==> config.mk <==
export PLATFORM = sky130hd
export DESIGN_NAME = nv_store_ctrl_flat
export DESIGN_NICKNAME = d
export VERILOG_FILES = /design/src/nv_pkg.sv /design/src/nv_io_if.sv /design/src/nv_write_engine.sv /design/src/nv_store_ctrl.sv /design/src/flat_wrapper.sv
export SDC_FILE = /design/constraint.sdc
export NUM_CORES = 2
export LEC_CHECK = 0
export ABC_AREA = 0
export BUFFER_PORTS_ARGS = -buffer_cell sky130_fd_sc_hd__buf_2
export CAP_MARGIN = 20
export CORE_MARGIN = 3
export CORE_UTILIZATION = 25
export DETAILED_ROUTE_END_ITERATION = 7
export GPL_TIMING_DRIVEN = 1
export PLACE_DENSITY = 0.49
export SYNTH_ARGS = -nofsm -noshare
export SYNTH_HDL_FRONTEND = slang
export SYNTH_SLANG_ARGS = --single-unit
==> constraint.sdc <==
create_clock -name ref_clk_i -period 3.8 [get_ports ref_clk_i]
set_clock_uncertainty 0.05 [all_clocks]
set_input_delay 0.38 -clock ref_clk_i [delete_from_list [all_inputs] [get_ports ref_clk_i]]
set_output_delay 0.38 -clock ref_clk_i [all_outputs]
set_load 0.01 [all_outputs]
==> src/nv_pkg.sv <==
// Shared constants for the nonvolatile byte store and its core-side agent
package nv_pkg;

  // ----------------------------------------------------------------
  // Storage geometry
  // ----------------------------------------------------------------
  localparam int unsigned NV_DEPTH = 128;
  localparam int unsigned NV_AW    = 7;
  localparam int unsigned NV_DW    = 8;
  localparam logic [7:0]  NV_ERASED = 8'hff;

  // ----------------------------------------------------------------
  // I/O register selects and control bits
  // ----------------------------------------------------------------
  localparam logic [1:0] SEL_ADDR = 2'h0;
  localparam logic [1:0] SEL_DATA = 2'h1;
  localparam logic [1:0] SEL_CTRL = 2'h2;

  localparam int unsigned CTRL_RSTROBE_BIT = 0;
  localparam int unsigned CTRL_WSTROBE_BIT = 1;
  localparam int unsigned CTRL_ARM_BIT     = 2;
  localparam int unsigned CTRL_IRQEN_BIT   = 3;

  // ----------------------------------------------------------------
  // Timing
  // ----------------------------------------------------------------
  localparam logic [2:0]  NV_ARM_CYCLES       = 3'h4;
  localparam logic [2:0]  NV_WR_STALL         = 3'h2;
  localparam logic [2:0]  NV_RD_STALL         = 3'h4;
  localparam int unsigned NV_CLK_HZ           = 200_000_000;
  localparam int unsigned NV_OSC_HZ           = 1_000_000;
  localparam int unsigned NV_TICK_DIV         = NV_CLK_HZ / NV_OSC_HZ;
  localparam int unsigned NV_WRITE_OSC_CYCLES = 8448;

  // ----------------------------------------------------------------
  // Core agent APB map
  // ----------------------------------------------------------------
  localparam logic [31:0] APB_REQ  = 32'h0000_0000;
  localparam logic [31:0] APB_STAT = 32'h0000_0004;
  localparam logic [31:0] APB_CFG  = 32'h0000_0008;

  localparam int unsigned REQ_ADDR_LSB  = 0;
  localparam int unsigned REQ_DATA_LSB  = 8;
  localparam int unsigned REQ_OP_LSB    = 16;
  localparam logic [1:0]  OP_WRITE_BYTE = 2'h1;
  localparam logic [1:0]  OP_READ_BYTE  = 2'h2;

  localparam int unsigned STAT_BUSY_BIT  = 0;
  localparam int unsigned STAT_IRQ_BIT   = 1;
  localparam int unsigned STAT_STALL_BIT = 2;
  localparam int unsigned STAT_DATA_LSB  = 8;

  localparam int unsigned CFG_GIE_BIT   = 0;
  localparam int unsigned CFG_IRQEN_BIT = 1;

endpackage : nv_pkg

==> src/nv_io_if.sv <==
// Core I/O port between the processor agent and the byte store
`timescale 1ns/10ps
`default_nettype none

interface nv_io_if (
  input wire logic ref_clk_i
);

  logic [1:0] sel;
  logic       wr;
  logic [7:0] wdata;
  logic       gie;
  logic [7:0] rdata;
  logic       stall;
  logic       ready_irq;

  modport dev (
    input  sel, wr, wdata, gie,
    output rdata, stall, ready_irq
  );

  modport core (
    output sel, wr, wdata, gie,
    input  rdata, stall, ready_irq
  );

endinterface : nv_io_if

`default_nettype wire

==> src/nv_write_engine.sv <==
// Self-timed write engine and byte array, kept alive across core reset
`timescale 1ns/10ps
`default_nettype none

module nv_write_engine #(
  parameter int unsigned TICK_DIV    = nv_pkg::NV_TICK_DIV,
  parameter int unsigned WRITE_TICKS = nv_pkg::NV_WRITE_OSC_CYCLES
) (
  // Clock and power-on reset
  input  wire logic                     ref_clk_i,
  input  wire logic                     por_n_i,
  // Commands
  input  wire logic                     start_i,
  input  wire logic                     abort_i,
  input  wire logic [nv_pkg::NV_AW-1:0] addr_i,
  input  wire logic [nv_pkg::NV_DW-1:0] data_i,
  // State
  output logic                          busy_o,
  output logic [nv_pkg::NV_DW-1:0]      rdata_o
);
  import nv_pkg::*;

  localparam int unsigned DIV_W = $clog2(TICK_DIV + 1);
  localparam int unsigned CNT_W = $clog2(WRITE_TICKS + 1);

  typedef struct packed {
    logic [NV_DEPTH-1:0][NV_DW-1:0] mem;
    logic                           busy;
    logic [NV_AW-1:0]               addr;
    logic [NV_DW-1:0]               data;
    logic [DIV_W-1:0]               div;
    logic [CNT_W-1:0]               ticks;
  } eng_state_t;

  localparam eng_state_t ENG_RST = '{mem: {NV_DEPTH{NV_ERASED}}, default: '0};

  eng_state_t q;
  eng_state_t d;

  // ----------------------------------------------------------------
  // Write timing off a 1 MHz tick derived from the system clock
  // ----------------------------------------------------------------
  always_comb begin
    d = q;
    if (q.busy) begin
      if (q.div == DIV_W'(TICK_DIV - 1)) begin
        d.div   = '0;
        d.ticks = q.ticks + CNT_W'(1);
      end else begin
        d.div = q.div + DIV_W'(1);
      end
      if (q.ticks == CNT_W'(WRITE_TICKS)) begin
        d.busy        = 1'b0;
        d.mem[q.addr] = q.data;
      end
    end
    // Abort drops the write and the cell keeps its old byte, except in the last busy cycle, when the new byte still lands
    if (abort_i) begin
      d.busy = 1'b0;
    end else if (start_i && !q.busy) begin
      d.busy  = 1'b1;
      d.addr  = addr_i;
      d.data  = data_i;
      d.div   = '0;
      d.ticks = '0;
    end
  end

  // Only power-on clears this state, so a core reset cannot cut a write
  always_ff @(posedge ref_clk_i or negedge por_n_i) begin
    if (!por_n_i) begin
      q <= ENG_RST;
    end else begin
      q <= d;
    end
  end

  assign busy_o  = q.busy;
  assign rdata_o = q.mem[addr_i];

endmodule : nv_write_engine

`default_nettype wire

==> src/nv_store_ctrl.sv <==
// Device end: 128-byte nonvolatile store behind address, data and control registers
`timescale 1ns/10ps
`default_nettype none

module nv_store_ctrl #(
  parameter int unsigned TICK_DIV    = nv_pkg::NV_TICK_DIV,
  parameter int unsigned WRITE_TICKS = nv_pkg::NV_WRITE_OSC_CYCLES
) (
  // Clock and resets
  input  wire logic ref_clk_i,
  input  wire logic nrst_i,
  input  wire logic por_n_i,
  // Core I/O port
  nv_io_if.dev      io,
  // System status
  output logic      write_busy_o
);
  import nv_pkg::*;

  // ----------------------------------------------------------------
  // State
  // ----------------------------------------------------------------
  typedef struct packed {
    logic [NV_AW-1:0] addr;
    logic [NV_DW-1:0] data;
    logic             irq_en;
    logic             arm;
    logic [2:0]       arm_cnt;
    logic             rd_pend;
    logic [2:0]       stall_cnt;
    logic             stall;
    logic             irq;
    logic [7:0]       rdata;
  } dev_state_t;

  dev_state_t       q;
  dev_state_t       d;
  logic             start;
  logic             abort;
  logic             busy;
  logic [NV_DW-1:0] cell_byte;

  // ----------------------------------------------------------------
  // Register view
  // ----------------------------------------------------------------
  function automatic logic [7:0] reg_view(input logic [1:0] sel,
                                          input dev_state_t s,
                                          input logic       wbusy);
    logic [7:0] v;
    v = 8'h00;
    case (sel)
      SEL_ADDR: v = {1'b0, s.addr};
      SEL_DATA: v = s.data;
      SEL_CTRL: begin
        v                   = 8'h00;
        v[CTRL_IRQEN_BIT]   = s.irq_en;
        v[CTRL_ARM_BIT]     = s.arm;
        v[CTRL_WSTROBE_BIT] = wbusy;
        v[CTRL_RSTROBE_BIT] = s.rd_pend;
      end
      default: v = 8'h00;
    endcase
    return v;
  endfunction : reg_view

  // ----------------------------------------------------------------
  // Next state
  // ----------------------------------------------------------------
  always_comb begin
    d     = q;
    start = 1'b0;
    abort = 1'b0;

    // Arm window: high for exactly four cycles after it is set
    if (q.arm) begin
      if (q.arm_cnt == 3'h1) begin
        d.arm = 1'b0;
      end
      d.arm_cnt = q.arm_cnt - 3'h1;
    end

    // A read completes the cycle after its strobe
    if (q.rd_pend) begin
      d.data    = cell_byte;
      d.rd_pend = 1'b0;
    end

    if (q.stall_cnt != 3'h0) begin
      d.stall_cnt = q.stall_cnt - 3'h1;
    end

    if (io.wr) begin
      case (io.sel)
        SEL_ADDR: begin
          d.addr = io.wdata[NV_AW-1:0];
          abort  = busy;
        end
        SEL_DATA: begin
          d.data = io.wdata;
          abort  = busy;
        end
        SEL_CTRL: begin
          d.irq_en = io.wdata[CTRL_IRQEN_BIT];
          if (io.wdata[CTRL_ARM_BIT]) begin
            d.arm     = 1'b1;
            d.arm_cnt = NV_ARM_CYCLES;
          end
          // Unarmed strobe, or a strobe during a write, is ignored
          if (io.wdata[CTRL_WSTROBE_BIT] && q.arm && !busy) begin
            start       = 1'b1;
            d.stall_cnt = NV_WR_STALL;
          end
          if (io.wdata[CTRL_RSTROBE_BIT]) begin
            d.rd_pend   = 1'b1;
            d.stall_cnt = NV_RD_STALL;
          end
        end
        default: begin
        end
      endcase
    end

    d.stall = (d.stall_cnt != 3'h0);
    // Level, not pulse: stays up while gie and irq_en are set and no write runs
    d.irq   = io.gie && d.irq_en && !(busy || start);
    d.rdata = reg_view(io.sel, q, busy);
  end

  // ----------------------------------------------------------------
  // Registers
  // ----------------------------------------------------------------
  always_ff @(posedge ref_clk_i or negedge nrst_i) begin
    if (!nrst_i) begin
      q <= '0;
    end else begin
      q <= d;
    end
  end

  // ----------------------------------------------------------------
  // Write engine and byte array
  // ----------------------------------------------------------------
  nv_write_engine #(
    .TICK_DIV    (TICK_DIV),
    .WRITE_TICKS (WRITE_TICKS)
  ) u_engine (
    .ref_clk_i (ref_clk_i),
    .por_n_i   (por_n_i),
    .start_i   (start),
    .abort_i   (abort),
    .addr_i    (q.addr),
    .data_i    (q.data),
    .busy_o    (busy),
    .rdata_o   (cell_byte)
  );

  // ----------------------------------------------------------------
  // Outputs
  // ----------------------------------------------------------------
  assign io.rdata     = q.rdata;
  assign io.stall     = q.stall;
  assign io.ready_irq = q.irq;
  assign write_busy_o = busy;

endmodule : nv_store_ctrl

`default_nettype wire

==> src/flat_wrapper.sv <==
// flat-port wrapper written by rule: the top's interface ports become plain ports
module nv_store_ctrl_flat import nv_pkg::*;
#(
  parameter int unsigned TICK_DIV    = nv_pkg::NV_TICK_DIV,
  parameter int unsigned WRITE_TICKS = nv_pkg::NV_WRITE_OSC_CYCLES
)
  (ref_clk_i, nrst_i, por_n_i, write_busy_o, io_sel, io_wr, io_wdata, io_gie, io_rdata, io_stall, io_ready_irq);
  nv_io_if io_i (.ref_clk_i(ref_clk_i));
  input  wire logic ref_clk_i;
  input  wire logic nrst_i;
  input  wire logic por_n_i;
  output logic write_busy_o;
  input wire logic [$bits(io_i.sel)-1:0] io_sel;
  input wire logic [$bits(io_i.wr)-1:0] io_wr;
  input wire logic [$bits(io_i.wdata)-1:0] io_wdata;
  input wire logic [$bits(io_i.gie)-1:0] io_gie;
  output wire logic [$bits(io_i.rdata)-1:0] io_rdata;
  output wire logic [$bits(io_i.stall)-1:0] io_stall;
  output wire logic [$bits(io_i.ready_irq)-1:0] io_ready_irq;
  assign io_i.sel = io_sel;
  assign io_i.wr = io_wr;
  assign io_i.wdata = io_wdata;
  assign io_i.gie = io_gie;
  assign io_rdata = io_i.rdata;
  assign io_stall = io_i.stall;
  assign io_ready_irq = io_i.ready_irq;
  nv_store_ctrl #(.TICK_DIV(TICK_DIV), .WRITE_TICKS(WRITE_TICKS)) u_core (.ref_clk_i(ref_clk_i), .nrst_i(nrst_i), .por_n_i(por_n_i), .io(io_i), .write_busy_o(write_busy_o));
endmodule
==> results_dict.tcl <==
set metrics [dict create \
    status "completed" \
    relSlewSlack_pct 33.32 \
    max_cap_viol_count 0 \
    synth_ff_type "dfstp_2" \
    switching_share_pct 31.89 \
    path_delay_family "multiplexers" \
    ant_nets 0 \
    start_util_pct 25.21 \
    fin_nets 3451 \
    seq_power_share_pct 42.6 \
    clock_sinks 1096 \
    io_pins 26 \
    vias_per_cell 4.731 \
    firstDrtPassIters 5 \
    clk_path_buf_depth 3 \
    min_path_type "in2async" \
    hpwl_mm 93.78 \
    worst_slew_pin_slew_ps 1000 \
    vdd_drop_max_mv 0.5851 \
    gp_congestion 0.7778 \
    leakage_uw 0.02403 \
    fin_util_pct 29.33 \
    wl_per_cell_um 23.41 \
    reg2regPathDepth 6 \
    syn_to_final_growth_pct 16.32 \
    yosys.cell_types.count 61 \
    synth_xor_area_share_pct 0.3724 \
    die_x_um 460.9 \
    power_uw 31060 \
    cp-end-kind "flip-flop" \
    synth_fa_ha_area_share_pct 0.1935 \
    synthMuxAreaShare_pct 34.44 \
    synth_edf_count 0 \
    grt_pass1_vias 31066 \
    synth_cells 3386 \
    htreeDepth 4 \
    crit_type "reg2reg" \
    worstPathMaxFanout 22 \
    ys_seq_area_share_pct 55.49 \
    drive_gt1_share_pct 74.69 \
    critical-path-max-stage-delay_ps 780 \
    totalWireLength_mm 145.7 \
    r2r_slack_ps 620 \
    setup_violations 0 \
    power_switching_uw 9904 \
    gr-total-overflow 0 \
    setup_tns_ps 0 \
    clkPwrFrac_pct 42.0 \
    synth_compound_area_share_pct 2.764 \
    cpMaxStageDelayCell "dfrtp_4" \
    root_buffer "clkbuf_16" \
    critPathBufInv 1 \
    die_area_mm2 0.2124 \
    io_buffers 25 \
    drc 0 \
    rsz0062_at_grt "false" \
    setup_slack_ps 619.8 \
    worst_path_most_repeated_cell "o21ai_0" \
    cts_resized 0 \
    grt_usage_pct 13.75 \
    numCtsBuffers 131 \
    crit_path_cell_trace "buf_4, mux4_2, mux2i_1, o21ai_0, nand4_1, o21ai_0" \
    max_freq_mhz 314.4 \
    antenna_found_initial 3 \
    synth_top_family_by_area "multiplexers" \
    tritoncts "built" \
    start_kind "flip-flop" \
    grt_max_degree 130 \
    insertion_delay_ps 780 \
    syn_avg_cell_area_um2 15.28 \
    reg2reg_from "u_core.q[28]" \
    synthSimpleGateAreaFrac_pct 4.348 \
    core_mm2 0.2052 \
    fp.dieH_um 460.9 \
    finalCriticalPeriod_ps 3180 \
    via_count 29456 \
    min_period_over_period_pct 83.69 \
    worstPathRequired_ps 4390 \
    synthesis.area_mm2 0.05174 \
    worstPathArrival_ps 3770 \
    yosysWarnings 0 \
    finalHoldViolCount 0 \
    initialDrtViolationCount 1763 \
    async_flop_share_pct 100.0 \
    synth_seq_cells 1096 \
    p_int_uw 21150 \
    maxSlewViolCount 0 \
    p_comb_share_pct 15.3 \
    place_ws_ps 683.4 \
    clkTransAtPathRegs_ps 60 \
    power_density_mw_per_mm2 516.0 \
    postCtsSetupRepairBufs 0 \
    grt_pass1_wl_mm 218.9 \
    r2r-end "u_core.q[20]" \
    num_rows 166 \
    syn_nets 3409 \
]
## worst register-to-register path: cells and delay by family, from the launching register on
kind | cells | cell delay, ps
muxes | 2 | 1000
DFF | 1 | 780
AOI/OAI and AO/OA | 2 | 570
and+or+nand+nor | 1 | 330
buffers and inverters | 1 | 320
## cell families after synthesis
group,Yosys count
XOR/XNOR,22
buffers and inverters,265
flip-flops,1096
adder cells (fa/ha/maj),8
AO/OA/AOI/OAI,231
multiplexers,1408
AND/OR/NAND/NOR,356
## worst max-delay path by stage
| stage | startpoint | endpoint | slack [ps] | cells after the start |
|---|---|---|---|---|
| 2_1_floorplan | u_core.u_engine.q[0] | u_core.u_engine.q[262] | 1460 | 10 |
| 3_3_place_gp | u_core.u_engine.q[0] | u_core.u_engine.q[219] | 650 | 9 |
| 3_5_place_dp | u_core.q[29] | u_core.q[24] | 680 | 6 |
| 4_1_cts | u_core.q[29] | u_core.q[24] | 670 | 6 |
| 5_1_grt | u_core.u_engine.q[0] | u_core.u_engine.q[220] | 520 | 9 |
| 6_report | u_core.q[28] | u_core.q[20] | 620 | 6 |
## cells in the mapped netlist (20+ instances only)
| cell | n | area share, % |
|---|---|---|
| a211oi_1 | 35 | 0.51 |
| a22oi_1 | 34 | 0.49 |
| buf_2 | 37 | 0.36 |
| buf_4 | 38 | 0.55 |
| clkbuf_1 | 157 | 1.1 |
| dfrtp_1 | 72 | 3.5 |
| dfstp_2 | 1024 | 52 |
| inv_1 | 20 | 0.15 |
| mux2_1 | 90 | 2.0 |
| mux2_2 | 957 | 21 |
| mux2i_1 | 168 | 3.3 |
| mux4_2 | 193 | 8.4 |
| nand2_1 | 81 | 0.59 |
| nand2_2 | 31 | 0.37 |
| nand3_1 | 26 | 0.25 |
| nand4_1 | 22 | 0.27 |
| nor2_1 | 51 | 0.37 |
| nor2_2 | 33 | 0.40 |
| nor3_1 | 22 | 0.21 |
| o21ai_0 | 77 | 0.74 |
| o22ai_1 | 62 | 0.75 |
## cell usage in the layout, fill, tap and decap left out, types with 6 or more instances in the layout
| master | synthesis | layout |
|---|---|---|
| dfstp_2 | 1024 | 1024 |
| dfrtp_1 | 72 | 61 |
| nand3_1 | 26 | 25 |
| clkinv_2 | 0 | 12 |
| a211oi_1 | 35 | 35 |
| clkbuf_1 | 157 | 37 |
| o21ai_0 | 77 | 77 |
| nand3b_1 | 6 | 6 |
| nor2_1 | 51 | 49 |
| xor2_1 | 15 | 15 |
| buf_4 | 38 | 82 |
| mux2i_1 | 168 | 168 |
| nor2_2 | 33 | 34 |
| mux2_1 | 90 | 90 |
| dlygate4sd3_1 | 0 | 14 |
| nand2_1 | 81 | 81 |
| clkbuf_8 | 0 | 36 |
| bufinv_16 | 0 | 8 |
| mux4_2 | 193 | 193 |
| nand4_1 | 22 | 22 |
| nor2_4 | 14 | 15 |
| a22oi_1 | 34 | 34 |
| nand2_2 | 31 | 31 |
| clkinv_16 | 0 | 10 |
| nor2_8 | 18 | 18 |
| clkbuf_16 | 0 | 131 |
| o22ai_1 | 62 | 62 |
| inv_1 | 20 | 20 |
| xnor2_1 | 7 | 7 |
| buf_2 | 37 | 24 |
| dfrtp_4 | 0 | 11 |
| nor3_1 | 22 | 21 |
| a21oi_1 | 15 | 15 |
| mux2_2 | 957 | 957 |
| buf_12 | 0 | 33 |
| ha_1 | 8 | 8 |
## registers in the layout, summed over array words and instances, names as in the netlist
signal,flops
u_core.io.rdata,8
u_core.q,24
u_core.u_engine.busy_o,1
u_core.u_engine.q,1061
u_core.io.ready_irq,1
u_core.io.stall,1
## power groups by stage
stage                     logic [uW]  registers [uW]  clock network (uW)
after global routing            5120           13300               14000
after detailed placement        4850           13400                   0
after global placement          4830           13400                   0
after floorplan                 3250           12400                   0
after CTS                       4860           13300               13500
final                           4760           13200               13100
## repair_timing
action / CTS / global route
hold buffers: 14 / 0
setup endpoints to repair: 0 / 0
hold endpoints to repair: 107 / 0
## routing by layer
layer,global-route usage [%],part of all wire [%],vias up
met1,19.86,48,16133
li1,-,-,12649
met3,2.031,3.4,176
met4,3.396,2.0,2
met5,0,0.0089,-
met2,21.54,46,496
## cell type report
| cell class | instances | area (um^2) |
|---|---|---|
| Fill cell | 20489 | 145000 |
| Sequential cell | 1096 | 28750 |
| Multi-Input combinational cell | 2025 | 21820 |
| Clock buffer | 204 | 3913 |
| Tap cell | 2688 | 3363 |
| Timing Repair Buffer | 154 | 1551 |
| Clock inverter | 37 | 700.7 |
| Inverter | 20 | 75.07 |
| Antenna cell | 2 | 5.005 |
## per-stage QoR
step | std cells | hold WS [ps] | area, um^2
final | 6226 | 189.8 | 60180
after floorplan | 3386 | 34.41 | 51740
after detailed placement | 5969 | 455.0 | 55420
after CTS | 6224 | 144.0 | 60180
after global placement | 5969 | 445.9 | 55420
after global routing | 6225 | 226.8 | 60180
Power figures use the tool's default switching activity.
